===== src/verilog/tlpg_defs.svh =====
`ifndef TLPG_DEFS_SVH
`define TLPG_DEFS_SVH

`define TLPG_CMD_LOW_POWER   8'h92
`define TLPG_CMD_GROUP_PRE0  8'h00
`define TLPG_CMD_GROUP_PRE1  8'h09
`define TLPG_CMD_OUTPUTS     8'h95
`define TLPG_FREE_RUN_BIT    6
`define TLPG_FACTOR_MSB      5
`define TLPG_FACTOR_DEEP     6'h3f
`define TLPG_FACTOR_MAX      6'h19
`define TLPG_FACTOR_OFF      6'h00
`define TLPG_OUT_MSB         4
`define TLPG_SLEEP_UNIT_MS   20
`define TLPG_CLK_MHZ         100
`define TLPG_CYC_PER_UNIT    (`TLPG_SLEEP_UNIT_MS * 1000 * `TLPG_CLK_MHZ)
`define TLPG_GROUP_BYTES     4'h8
`define TLPG_DBG_CAL         8'h01
`define TLPG_DBG_RELEASED    8'h02
`define TLPG_DBG_TOUCHED     8'h04
`define TLPG_DBG_ERROR       8'h08
`define TLPG_DBG_RECAL_FILT  8'h11
`define TLPG_DBG_DET_FILT    8'h14
`define TLPG_DBG_EOD_FILT    8'h24

`endif


===== src/verilog/tlpg_pkg.sv =====
`default_nettype none
package tlpg_pkg;
    typedef enum logic [2:0] {
        TLPG_IDLE   = 3'b000,
        TLPG_LP_ARG = 3'b001,
        TLPG_PRE1   = 3'b010,
        TLPG_GMODE  = 3'b011,
        TLPG_GKEYS  = 3'b100,
        TLPG_OUTARG = 3'b101,
        TLPG_CSUM   = 3'b110
    } tlpg_state_t;

    typedef enum logic [1:0] {
        TLPG_PWR_RUN   = 2'b00,
        TLPG_PWR_SLEEP = 2'b01,
        TLPG_PWR_DEEP  = 2'b10
    } tlpg_pwr_t;

    typedef enum logic [2:0] {
        TLPG_KS_CAL      = 3'b000,
        TLPG_KS_RELEASED = 3'b001,
        TLPG_KS_TOUCHED  = 3'b010,
        TLPG_KS_ERROR    = 3'b011,
        TLPG_KS_RECAL    = 3'b100,
        TLPG_KS_DETECT   = 3'b101,
        TLPG_KS_EOD      = 3'b110
    } tlpg_key_state_t;
endpackage
`default_nettype wire


===== src/verilog/tlpg_top.sv =====
// What this block does
// - Free-run bit 0 keeps the low-power behaviour on whatever keys do.
// - Free-run bit 1 suspends low power while any key detects.
// - Factor is bits 5..0 of the low-power byte; bit 7 is zero.
// - Factor 0x00 or 0x1a..0x3e disables low power.
// - Factor 0x01..0x19 sleeps for factor times 20 ms.
// - Factor 0x3f enters deep sleep, left only on reset or bus traffic.
// - Any bus activity wakes the device from sleep or deep sleep.
// - An address that wakes the device is not acknowledged.
// - Output byte bits 4..0 drive output pins five to one.
// - Group mode bit 0 selects locking: first key blocks the rest.
// - Group mode bit 1 reports the strongest key of the group.
// - Key group byte bit x-1 makes the key a member of group x.
// - Per-key debug state uses the fixed code table.
`timescale 1ns/100ps
`default_nettype none
`include "tlpg_defs.svh"

module tlpg_top (
    input  wire logic                   i_mclk,
    input  wire logic                   i_arst_n,
    input  wire logic                   i_byte_valid,
    input  wire logic [7:0]             i_byte_data,
    input  wire logic                   i_frame_start,
    input  wire logic                   i_bus_activity,
    input  wire logic                   i_addr_match,
    input  wire logic [7:0]             i_key_detect,
    input  wire logic [63:0]            i_key_signal,
    input  wire logic [23:0]            i_key_state,
    input  wire logic [2:0]             i_dbg_key_sel,
    output logic                        o_addr_ack,
    output logic                        o_cmd_done,
    output logic                        o_cmd_bad,
    output logic                        o_low_power_active,
    output logic                        o_deep_sleep,
    output logic                        o_sleeping,
    output logic [4:0]                  o_aux_output_levels,
    output logic [7:0]                  o_suppression_group_mode,
    output logic [7:0]                  o_key_reported,
    output logic [7:0]                  o_key_debug_code
);
    import tlpg_pkg::*;

    // Pin synchronisers
    logic       act_s1_reg, act_s2_reg;
    logic [7:0] det_s1_reg, det_s2_reg;
    always_ff @(posedge i_mclk or negedge i_arst_n) begin
        if (!i_arst_n) begin
            act_s1_reg <= 1'b0;
            act_s2_reg <= 1'b0;
            det_s1_reg <= 8'h00;
            det_s2_reg <= 8'h00;
        end else begin
            act_s1_reg <= i_bus_activity;
            act_s2_reg <= act_s1_reg;
            det_s1_reg <= i_key_detect;
            det_s2_reg <= det_s1_reg;
        end
    end

    // Command decoder
    tlpg_state_t st_reg, st_next;
    logic [7:0]  csum_reg, csum_next;
    logic [7:0]  lp_reg, lp_next, lp_new_reg, lp_new_next;
    logic [4:0]  out_reg, out_next, out_new_reg, out_new_next;
    logic [7:0]  gmode_reg, gmode_next, gmode_new_reg, gmode_new_next;
    logic [7:0]  grp_reg [8];
    logic [7:0]  grp_new_reg [8];
    logic [3:0]  cnt_reg, cnt_next;
    logic [1:0]  kind_reg, kind_next;
    logic        done_next, bad_next, commit;

    always_comb begin
        st_next        = st_reg;
        csum_next      = csum_reg;
        lp_next        = lp_reg;
        lp_new_next    = lp_new_reg;
        out_next       = out_reg;
        out_new_next   = out_new_reg;
        gmode_next     = gmode_reg;
        gmode_new_next = gmode_new_reg;
        cnt_next       = cnt_reg;
        kind_next      = kind_reg;
        done_next      = 1'b0;
        bad_next       = 1'b0;
        commit         = 1'b0;
        if (i_frame_start) begin
            st_next = TLPG_IDLE;
        end else if (i_byte_valid) begin
            csum_next = csum_reg + i_byte_data;
            case (st_reg)
                TLPG_IDLE: begin
                    csum_next = i_byte_data;
                    if (i_byte_data == `TLPG_CMD_LOW_POWER) begin
                        st_next = TLPG_LP_ARG;
                    end else if (i_byte_data == `TLPG_CMD_GROUP_PRE0) begin
                        st_next = TLPG_PRE1;
                    end else if (i_byte_data == `TLPG_CMD_OUTPUTS) begin
                        st_next = TLPG_OUTARG;
                    end else begin
                        bad_next = 1'b1;
                    end
                end
                TLPG_LP_ARG: begin
                    lp_new_next = {1'b0, i_byte_data[6:0]};
                    kind_next   = 2'd0;
                    st_next     = TLPG_CSUM;
                end
                TLPG_PRE1: begin
                    if (i_byte_data == `TLPG_CMD_GROUP_PRE1) begin
                        st_next = TLPG_GMODE;
                    end else begin
                        st_next  = TLPG_IDLE;
                        bad_next = 1'b1;
                    end
                end
                TLPG_GMODE: begin
                    gmode_new_next = i_byte_data;
                    cnt_next       = 4'h0;
                    st_next        = TLPG_GKEYS;
                end
                TLPG_GKEYS: begin
                    cnt_next = cnt_reg + 4'h1;
                    if (cnt_reg == `TLPG_GROUP_BYTES - 4'h1) begin
                        kind_next = 2'd1;
                        st_next   = TLPG_CSUM;
                    end
                end
                TLPG_OUTARG: begin
                    out_new_next = i_byte_data[`TLPG_OUT_MSB:0];
                    kind_next    = 2'd2;
                    st_next      = TLPG_CSUM;
                end
                TLPG_CSUM: begin
                    st_next = TLPG_IDLE;
                    // Commit only on a matching checksum
                    if (i_byte_data == csum_reg) begin
                        commit    = 1'b1;
                        done_next = 1'b1;
                        case (kind_reg)
                            2'd0:    lp_next    = lp_new_reg;
                            2'd1:    gmode_next = gmode_new_reg;
                            default: out_next   = out_new_reg;
                        endcase
                    end else begin
                        bad_next = 1'b1;
                    end
                end
                default: st_next = TLPG_IDLE;
            endcase
        end
    end

    always_ff @(posedge i_mclk or negedge i_arst_n) begin
        if (!i_arst_n) begin
            st_reg        <= TLPG_IDLE;
            csum_reg      <= 8'h00;
            lp_reg        <= 8'h00;
            lp_new_reg    <= 8'h00;
            out_reg       <= 5'h00;
            out_new_reg   <= 5'h00;
            gmode_reg     <= 8'h00;
            gmode_new_reg <= 8'h00;
            cnt_reg       <= 4'h0;
            kind_reg      <= 2'd0;
            o_cmd_done    <= 1'b0;
            o_cmd_bad     <= 1'b0;
        end else begin
            st_reg        <= st_next;
            csum_reg      <= csum_next;
            lp_reg        <= lp_next;
            lp_new_reg    <= lp_new_next;
            out_reg       <= out_next;
            out_new_reg   <= out_new_next;
            gmode_reg     <= gmode_next;
            gmode_new_reg <= gmode_new_next;
            cnt_reg       <= cnt_next;
            kind_reg      <= kind_next;
            o_cmd_done    <= done_next;
            o_cmd_bad     <= bad_next;
        end
    end

    // Key membership bytes, staged then committed
    always_ff @(posedge i_mclk or negedge i_arst_n) begin
        if (!i_arst_n) begin
            for (int k = 0; k < 8; k++) begin
                grp_reg[k]     <= 8'h00;
                grp_new_reg[k] <= 8'h00;
            end
        end else begin
            if (st_reg == TLPG_GKEYS && i_byte_valid && !i_frame_start)
                grp_new_reg[cnt_reg[2:0]] <= i_byte_data;
            if (commit && kind_reg == 2'd1)
                for (int k = 0; k < 8; k++)
                    grp_reg[k] <= grp_new_reg[k];
        end
    end

    assign o_aux_output_levels      = out_reg;
    assign o_suppression_group_mode = gmode_reg;

    // Power manager
    logic [5:0]  factor;
    logic        any_detect, lp_enabled, suspend, wake;
    tlpg_pwr_t   pwr_reg, pwr_next;
    logic [31:0] tick_reg, tick_next;
    logic [5:0]  units_reg, units_next;
    logic        ack_next;
    assign factor     = lp_reg[`TLPG_FACTOR_MSB:0];
    assign any_detect = |det_s2_reg;
    // Only 0x01..0x19 enables timed low power
    assign lp_enabled = factor != `TLPG_FACTOR_OFF &&
                        factor <= `TLPG_FACTOR_MAX;
    assign suspend    = lp_reg[`TLPG_FREE_RUN_BIT] && any_detect;
    assign wake       = act_s2_reg;

    always_comb begin
        pwr_next   = pwr_reg;
        tick_next  = tick_reg;
        units_next = units_reg;
        ack_next   = i_addr_match;
        case (pwr_reg)
            TLPG_PWR_RUN: begin
                // Deep sleep once factor is 0x3f, in a cycle with no commit and no bus activity
                if (factor == `TLPG_FACTOR_DEEP && commit == 1'b0 &&
                    !wake) begin
                    pwr_next = TLPG_PWR_DEEP;
                end else if (lp_enabled && !suspend && !wake) begin
                    pwr_next   = TLPG_PWR_SLEEP;
                    tick_next  = 32'd0;
                    units_next = 6'd0;
                end
            end
            TLPG_PWR_SLEEP: begin
                // Sleep period factor times 20 ms
                tick_next = tick_reg + 32'd1;
                if (tick_reg == 32'(`TLPG_CYC_PER_UNIT) - 32'd1) begin
                    tick_next  = 32'd0;
                    units_next = units_reg + 6'd1;
                end
                if (wake || suspend || !lp_enabled ||
                    units_reg == factor) begin
                    pwr_next = TLPG_PWR_RUN;
                end
                ack_next = 1'b0;
            end
            TLPG_PWR_DEEP: begin
                if (wake) pwr_next = TLPG_PWR_RUN;
                ack_next = 1'b0;
            end
            default: pwr_next = TLPG_PWR_RUN;
        endcase
    end

    always_ff @(posedge i_mclk or negedge i_arst_n) begin
        if (!i_arst_n) begin
            pwr_reg    <= TLPG_PWR_RUN;
            tick_reg   <= 32'd0;
            units_reg  <= 6'd0;
        end else begin
            pwr_reg    <= pwr_next;
            tick_reg   <= tick_next;
            units_reg  <= units_next;
        end
    end
    assign o_addr_ack         = ack_next;
    assign o_sleeping         = pwr_reg == TLPG_PWR_SLEEP;
    assign o_deep_sleep       = pwr_reg == TLPG_PWR_DEEP;
    assign o_low_power_active = lp_enabled && !suspend;

    // Suppression groups
    logic [7:0] rep_next, rep_reg;
    always_comb begin
        logic [7:0] blocked;
        logic [7:0] best;
        blocked  = 8'h00;
        best     = 8'h00;
        for (int g = 0; g < 8; g++) begin
            best = 8'h00;
            for (int k = 0; k < 8; k++) begin
                if (grp_reg[k][g] && det_s2_reg[k]) begin
                    if (gmode_reg[g]) begin
                        if (i_key_signal[k*8 +: 8] < best)
                            blocked[k] = 1'b1;
                        else
                            best = i_key_signal[k*8 +: 8];
                    end else if (rep_reg[k] == 1'b0) begin
                        // Held or lower new key locks out
                        for (int j = 0; j < 8; j++)
                            if (j != k && grp_reg[j][g] &&
                                (rep_reg[j] || (j < k && det_s2_reg[j])))
                                blocked[k] = 1'b1;
                    end
                end
            end
            if (gmode_reg[g]) begin
                for (int k = 0; k < 8; k++)
                    if (grp_reg[k][g] && det_s2_reg[k] &&
                        i_key_signal[k*8 +: 8] < best)
                        blocked[k] = 1'b1;
            end
        end
        rep_next = det_s2_reg & ~blocked;
    end

    always_ff @(posedge i_mclk or negedge i_arst_n) begin
        if (!i_arst_n) begin
            rep_reg <= 8'h00;
        end else begin
            rep_reg <= rep_next;
        end
    end
    assign o_key_reported = rep_reg;

    logic [7:0] dbg_next;
    always_comb begin
        case (tlpg_key_state_t'(i_key_state[i_dbg_key_sel*3 +: 3]))
            TLPG_KS_CAL:      dbg_next = `TLPG_DBG_CAL;
            TLPG_KS_RELEASED: dbg_next = `TLPG_DBG_RELEASED;
            TLPG_KS_TOUCHED:  dbg_next = `TLPG_DBG_TOUCHED;
            TLPG_KS_ERROR:    dbg_next = `TLPG_DBG_ERROR;
            TLPG_KS_RECAL:    dbg_next = `TLPG_DBG_RECAL_FILT;
            TLPG_KS_DETECT:   dbg_next = `TLPG_DBG_DET_FILT;
            TLPG_KS_EOD:      dbg_next = `TLPG_DBG_EOD_FILT;
            default:          dbg_next = `TLPG_DBG_ERROR;
        endcase
    end
    always_ff @(posedge i_mclk or negedge i_arst_n) begin
        if (!i_arst_n) begin
            o_key_debug_code <= `TLPG_DBG_CAL;
        end else begin
            o_key_debug_code <= dbg_next;
        end
    end

    chk_sleep_no_ack: assert property (
        @(posedge i_mclk) disable iff (!i_arst_n)
        (pwr_reg != TLPG_PWR_RUN) |-> !o_addr_ack)
        else $error("address acknowledged while asleep");
    chk_deep_wakes: assert property (
        @(posedge i_mclk) disable iff (!i_arst_n)
        (o_deep_sleep && act_s2_reg) |=> !o_deep_sleep)
        else $error("deep sleep not left on bus activity");
    chk_bad_no_commit: assert property (
        @(posedge i_mclk) disable iff (!i_arst_n)
        o_cmd_bad |-> $stable(lp_reg))
        else $error("rejected command changed setting");
    chk_disabled_runs: assert property (
        @(posedge i_mclk) disable iff (!i_arst_n)
        (!lp_enabled && factor != `TLPG_FACTOR_DEEP) |=> !o_sleeping)
        else $error("sleeping with low power disabled");
    chk_free_run: assert property (
        @(posedge i_mclk) disable iff (!i_arst_n)
        (lp_reg[`TLPG_FREE_RUN_BIT] && any_detect) |-> !o_low_power_active)
        else $error("low power active during detect");
    chk_report_subset: assert property (
        @(posedge i_mclk) disable iff (!i_arst_n)
        (o_key_reported & ~$past(det_s2_reg)) == 8'h00)
        else $error("reported key not detecting");
    chk_out_levels: assert property (
        @(posedge i_mclk) disable iff (!i_arst_n)
        (o_cmd_done && kind_reg == 2'd2) |-> o_aux_output_levels == out_new_reg)
        else $error("output levels not applied");
    chk_debug_code: assert property (
        @(posedge i_mclk) disable iff (!i_arst_n)
        (i_key_state[i_dbg_key_sel*3 +: 3] == TLPG_KS_TOUCHED) |=>
            o_key_debug_code == `TLPG_DBG_TOUCHED)
        else $error("touched code wrong");
endmodule // tlpg_top
`default_nettype wire


===== config.mk =====
export PLATFORM = sky130hd
export DESIGN_NAME = tlpg_top
export DESIGN_NICKNAME = d
export VERILOG_FILES = /design/src/verilog/tlpg_pkg.sv /design/src/verilog/tlpg_top.sv
export VERILOG_INCLUDE_DIRS = /design/src /design/src/verilog
export SDC_FILE = /design/constraint.sdc
export NUM_CORES = 2
export LEC_CHECK = 0
export BUFFER_PORTS_ARGS = -buffer_cell sky130_fd_sc_hd__buf_2
export CAP_MARGIN = 10
export CORE_AREA = 2 2 340 342
export DETAILED_ROUTE_END_ITERATION = 7
export DIE_AREA = 0 0 342 344
export GPL_ROUTABILITY_DRIVEN = 1
export MAX_ROUTING_LAYER = met4
export PLACE_DENSITY = 0.61
export REMOVE_ABC_BUFFERS = 1
export SLEW_MARGIN = 20
export SYNTH_ARGS = -nofsm -noshare
export SYNTH_HDL_FRONTEND = slang
export SYNTH_SLANG_ARGS = --single-unit

===== constraint.sdc =====
create_clock -name i_mclk -period 33.6 [get_ports i_mclk]
set_input_delay 3.36 -clock i_mclk [delete_from_list [all_inputs] [get_ports i_mclk]]
set_output_delay 3.36 -clock i_mclk [all_outputs]
set_load 0.02 [all_outputs]

==> flow_summary.html <==
<table>
<tr><th>Metric</th><th>Value</th></tr>
<tr><th colspan="2">Timing</th></tr>
<tr><td>Pins over their slew limit</td><td>0</td></tr>
<tr><td>Post-route clock period utilization</td><td>63.86%</td></tr>
<tr><td>Fmax</td><td>46.61 MHz</td></tr>
<tr><td>Final number of hold-violating endpoints</td><td>0</td></tr>
<tr><td>Skew final</td><td>0.03922 ns</td></tr>
<tr><td>Least-Margin Pin Slew</td><td>1.386 ns</td></tr>
<tr><td>Final worst path period need</td><td>21.46 ns</td></tr>
<tr><td>Unrepaired setup endpoints after global routing</td><td>no</td></tr>
<tr><td>Setup TNS Final</td><td>0 ns</td></tr>
<tr><td>Final worst-path setup slack</td><td>12.14 ns</td></tr>
<tr><td>Final setup violation count</td><td>0</td></tr>
<tr><td>Headroom to the max-slew limit</td><td>6.649%</td></tr>
<tr><td>Final hold slack</td><td>0.3344 ns</td></tr>
<tr><th colspan="2">GRT</th></tr>
<tr><td>GR Util All Layers</td><td>31.19%</td></tr>
<tr><td>Congestion Overflow GR</td><td>0</td></tr>
<tr><td>Most heavily used metal layer in global routing</td><td>met2</td></tr>
<tr><td>GR met2 Demand/Resource</td><td>45.72%</td></tr>
<tr><td>Met1 track demand over resource</td><td>38.58%</td></tr>
<tr><td>GR Layer Usage met3</td><td>8.003%</td></tr>
<tr><td>Via count of the first global-routing pass</td><td>38390</td></tr>
<tr><td>Initial antenna violation count</td><td>8</td></tr>
<tr><td>Global-route wire length before repair</td><td>262900 um</td></tr>
<tr><td>Maximum number of pins on one net before global-route repair</td><td>159</td></tr>
<tr><th colspan="2">Placement</th></tr>
<tr><td>Port bufs</td><td>145</td></tr>
<tr><td>Pre-CTS worst setup slack</td><td>11.71 ns</td></tr>
<tr><td>Placed wire-length estimate after detailed placement</td><td>141700 um</td></tr>
<tr><td>Placer's final routability congestion estimate</td><td>1.087</td></tr>
<tr><th colspan="2">Floorplan</th></tr>
<tr><td>Die outline height</td><td>344 um</td></tr>
<tr><td>Effective utilization at floorplan</td><td>34.70%</td></tr>
<tr><td>Full die area</td><td>0.1176 mm2</td></tr>
<tr><td>Number of placement rows</td><td>124</td></tr>
<tr><td>Core box area</td><td>0.1139 mm2</td></tr>
<tr><td>I/O pin count</td><td>148</td></tr>
<tr><td>DIE WIDTH</td><td>342 um</td></tr>
<tr><th colspan="2">Critical path</th></tr>
<tr><td>R2R Path Start</td><td>det_s2_reg[0]</td></tr>
<tr><td>Crit Path Max Fanout</td><td>19</td></tr>
<tr><td>Reg-to-reg slack, setup</td><td>13.46 ns</td></tr>
<tr><td>Delay of the slowest cell on the worst path</td><td>0.63 ns</td></tr>
<tr><td>Buf+Inv Stages, Crit Path</td><td>5</td></tr>
<tr><td>CP Data Arrival Time</td><td>21.89 ns</td></tr>
<tr><td>Depth of the critical timing path with buffers and inverters included</td><td>72</td></tr>
<tr><td>RR Endpoint</td><td>o_key_reported[7]</td></tr>
<tr><td>Critical path type</td><td>input pin to register</td></tr>
<tr><td>Last element of the critical path</td><td>o_key_reported[7]</td></tr>
<tr><td>Required @ worst endpoint</td><td>34.03 ns</td></tr>
<tr><td>Reg2Reg Depth</td><td>73</td></tr>
<tr><td>Crit end category</td><td>register</td></tr>
<tr><td>Kind of launch point of the worst setup path</td><td>input pin</td></tr>
<tr><td>Kind of cell adding the most delay to the critical path</td><td>compound AO/OA/AOI/OAI gates</td></tr>
<tr><td>Slowest-stage cell, CP</td><td>sky130_fd_sc_hd__mux2_2</td></tr>
<tr><td>Source of the critical timing path</td><td>i_key_signal[1]</td></tr>
<tr><th colspan="2">Drt</th></tr>
<tr><td># DRC</td><td>0</td></tr>
<tr><td>Antenna violation net count after detailed routing</td><td>0</td></tr>
<tr><td>Via count</td><td>40770</td></tr>
<tr><td>Routed wire length</td><td>184300 um</td></tr>
<tr><td>Count of TritonRoute iterations in the first routing pass</td><td>6</td></tr>
<tr><td>First-iteration detailed-routing DRC count</td><td>4634</td></tr>
<tr><td>Avg WL per Cell</td><td>28.24 um</td></tr>
<tr><td>Average vias per placed instance</td><td>6.247</td></tr>
<tr><th colspan="2">Synth</th></tr>
<tr><td>EDFF count, synth</td><td>0</td></tr>
<tr><td>Most used DFF post-synth</td><td>sky130_fd_sc_hd__dfrtp_1</td></tr>
<tr><td>Largest area contributor in the netlist</td><td>sky130_fd_sc_hd__ha_1</td></tr>
<tr><td>Area contributors post-synth</td><td>sky130_fd_sc_hd__ha_1 26%, sky130_fd_sc_hd__dfrtp_1 16%, sky130_fd_sc_hd__mux2_2 6.5%</td></tr>
<tr><td>Synth async-reset ratio</td><td>100.0%</td></tr>
<tr><td>Top cell type's share of synthesized area</td><td>26.18%</td></tr>
<tr><td>Post-synth design cell area</td><td>0.03952 mm2</td></tr>
<tr><td>Number of synthesized register bits</td><td>259</td></tr>
<tr><td>Most common cell in the netlist</td><td>sky130_fd_sc_hd__ha_1</td></tr>
<tr><td>Register area share after synthesis</td><td>16.40%</td></tr>
<tr><td>Mapped Avg Cell Area</td><td>8.080 um2</td></tr>
<tr><td>Gate count of the mapped netlist</td><td>4891</td></tr>
<tr><td>Cell types with the highest counts after synthesis</td><td>827 x sky130_fd_sc_hd__ha_1, 456 x sky130_fd_sc_hd__nand2_1, 393 x sky130_fd_sc_hd__o21ai_0, 384 x sky130_fd_sc_hd__a21oi_1, 354 x sky130_fd_sc_hd__nor2_1</td></tr>
<tr><td>Yosys warnings</td><td>0</td></tr>
<tr><td>Count of cell types in the netlist</td><td>105</td></tr>
<tr><th colspan="2">Run status</th></tr>
<tr><td>Result of the run</td><td>complete, no violations</td></tr>
<tr><th colspan="2">Clock tree</th></tr>
<tr><td>Clock root buffer</td><td>sky130_fd_sc_hd__clkbuf_16</td></tr>
<tr><td>TritonCTS buffer count</td><td>29</td></tr>
<tr><td>Number of hold-repair buffers added at the cts stage</td><td>0</td></tr>
<tr><td>Skew-Pair Late Insertion Delay</td><td>0.59 ns</td></tr>
<tr><td>Count of instances resized after the clock tree is built</td><td>0</td></tr>
<tr><td>Number of post-CTS setup repair buffers</td><td>0</td></tr>
<tr><td>Maximum buffer depth of the clock tree</td><td>3</td></tr>
<tr><td>Sinks on the clock net</td><td>259</td></tr>
<tr><td>TritonCTS clock tree</td><td>done</td></tr>
<tr><td>Maximum level of the CTS H-tree</td><td>1</td></tr>
<tr><td>Post-CTS clock slew at the launch and capture registers of the worst setup and hold paths</td><td>0.06 ns</td></tr>
<tr><th colspan="2">Min path</th></tr>
<tr><td>Class of the worst hold path</td><td>register to register</td></tr>
<tr><th colspan="2">Pwr</th></tr>
<tr><td>Maximum vdd drop</td><td>0.04191 mV</td></tr>
<tr><td>Total leakage power</td><td>18.79 nW</td></tr>
<tr><td>Pwr Density</td><td>23.16 mW/mm2</td></tr>
<tr><th colspan="2">Layout</th></tr>
<tr><td>Area growth from synthesis to final layout</td><td>9.172%</td></tr>
<tr><td>Share of the core filled with cells</td><td>37.89%</td></tr>
<tr><td>Share of layout cells above drive strength 1</td><td>11.43%</td></tr>
<tr><td>Total Nets Final</td><td>5925</td></tr>
<tr><th colspan="2">Run</th></tr>
<tr><td>Reported max-cap violation count</td><td>0</td></tr>
</table>
worst register-to-register path, delay by kind of cell (launching register included):
kind	cells	cell delay [ns]
mux	4	1.83
flops	1	0.88
buf+inv	4	0.33
compound gates	35	7.42
simple gates	22	7.00
fa+ha+maj	8	2.54
how the worst min path moves through the flow:
stage                     cells after the start          start            end  slack, ns
after global placement                        0     act_s1_reg     act_s2_reg       0.33
final                                         0  det_s1_reg[0]  det_s2_reg[0]       0.33
after detailed placement                      0  det_s1_reg[0]  det_s2_reg[0]       0.33
after CTS                                     0  det_s1_reg[0]  det_s2_reg[0]       0.34
after global routing                          0  det_s1_reg[2]  det_s2_reg[2]       0.34
after floorplan                               0     act_s1_reg     act_s2_reg       0.33
power by group:
| group | internal (mW) | switching [mW] |
|---|---|---|
| clock | 0.182 | 0.137 |
| combinational | 0.121 | 0.198 |
| sequential | 0.339 | 0.0228 |
metrics by stage:
step           cell area (um2)  power [mW]  cells
2_1_floorplan            38830      0.5436   4719
3_3_place_gp             42160      0.6659   6465
3_5_place_dp             42160      0.6739   6465
4_1_cts                  43100      0.9978   6516
5_1_grt                  43140       1.056   6524
6_report                 43150      0.9994   6526
layer usage:
metal	vias up	part of all wire, %	wire, um
met3	569	11	20890
met4	0	7.1	13170
li1	18550	-	-
met2	2272	41	76420
met1	19380	40	73820
met5	-	0	0
layout make-up:
class | instances | area (um2)
inverter | 290 | 1089
clock inverter | 13 | 142.6
tap | 1512 | 1892
sequential | 259 | 6482
antenna | 10 | 25.02
clock buffer | 38 | 789.5
fill | 11800 | 70730
timing repair buffer | 234 | 1416
multi-input combinational | 4170 | 31310
cell families after synthesis:
group,count (synthesis),share of synthesized area (%)
multiplexers,353,9.913
adder cells (fa/ha/maj),838,26.49
AO/OA/AOI/OAI,1515,24.59
AND/OR/NAND/NOR,1429,17.36
XOR/XNOR,33,0.7313
other,1,0.009489
buffers and inverters,463,4.502
flip-flops,259,16.40
cells in the final DEF, fill, tap and decap left out, types with 31 or more instances in the layout:
cell and n:
sky130_fd_sc_hd__ha_1 827, sky130_fd_sc_hd__nand2_1 456, sky130_fd_sc_hd__o21ai_0 391, sky130_fd_sc_hd__a21oi_1 383, sky130_fd_sc_hd__nor2_1 354, sky130_fd_sc_hd__inv_1 286, sky130_fd_sc_hd__dfrtp_1 258, sky130_fd_sc_hd__mux2_2 227
sky130_fd_sc_hd__a21o_1 184, sky130_fd_sc_hd__buf_2 144, sky130_fd_sc_hd__nand3_1 130, sky130_fd_sc_hd__mux2i_1 115, sky130_fd_sc_hd__nand4_1 94, sky130_fd_sc_hd__o21a_1 92, sky130_fd_sc_hd__buf_4 88, sky130_fd_sc_hd__nand2b_1 71
sky130_fd_sc_hd__nor2b_1 67, sky130_fd_sc_hd__a211oi_1 62, sky130_fd_sc_hd__nor3_1 57, sky130_fd_sc_hd__a31oi_1 45, sky130_fd_sc_hd__o211ai_1 42, sky130_fd_sc_hd__and3_1 36, sky130_fd_sc_hd__o31ai_1 36, sky130_fd_sc_hd__o2111ai_1 31
Power figures use the tool's default switching activity.
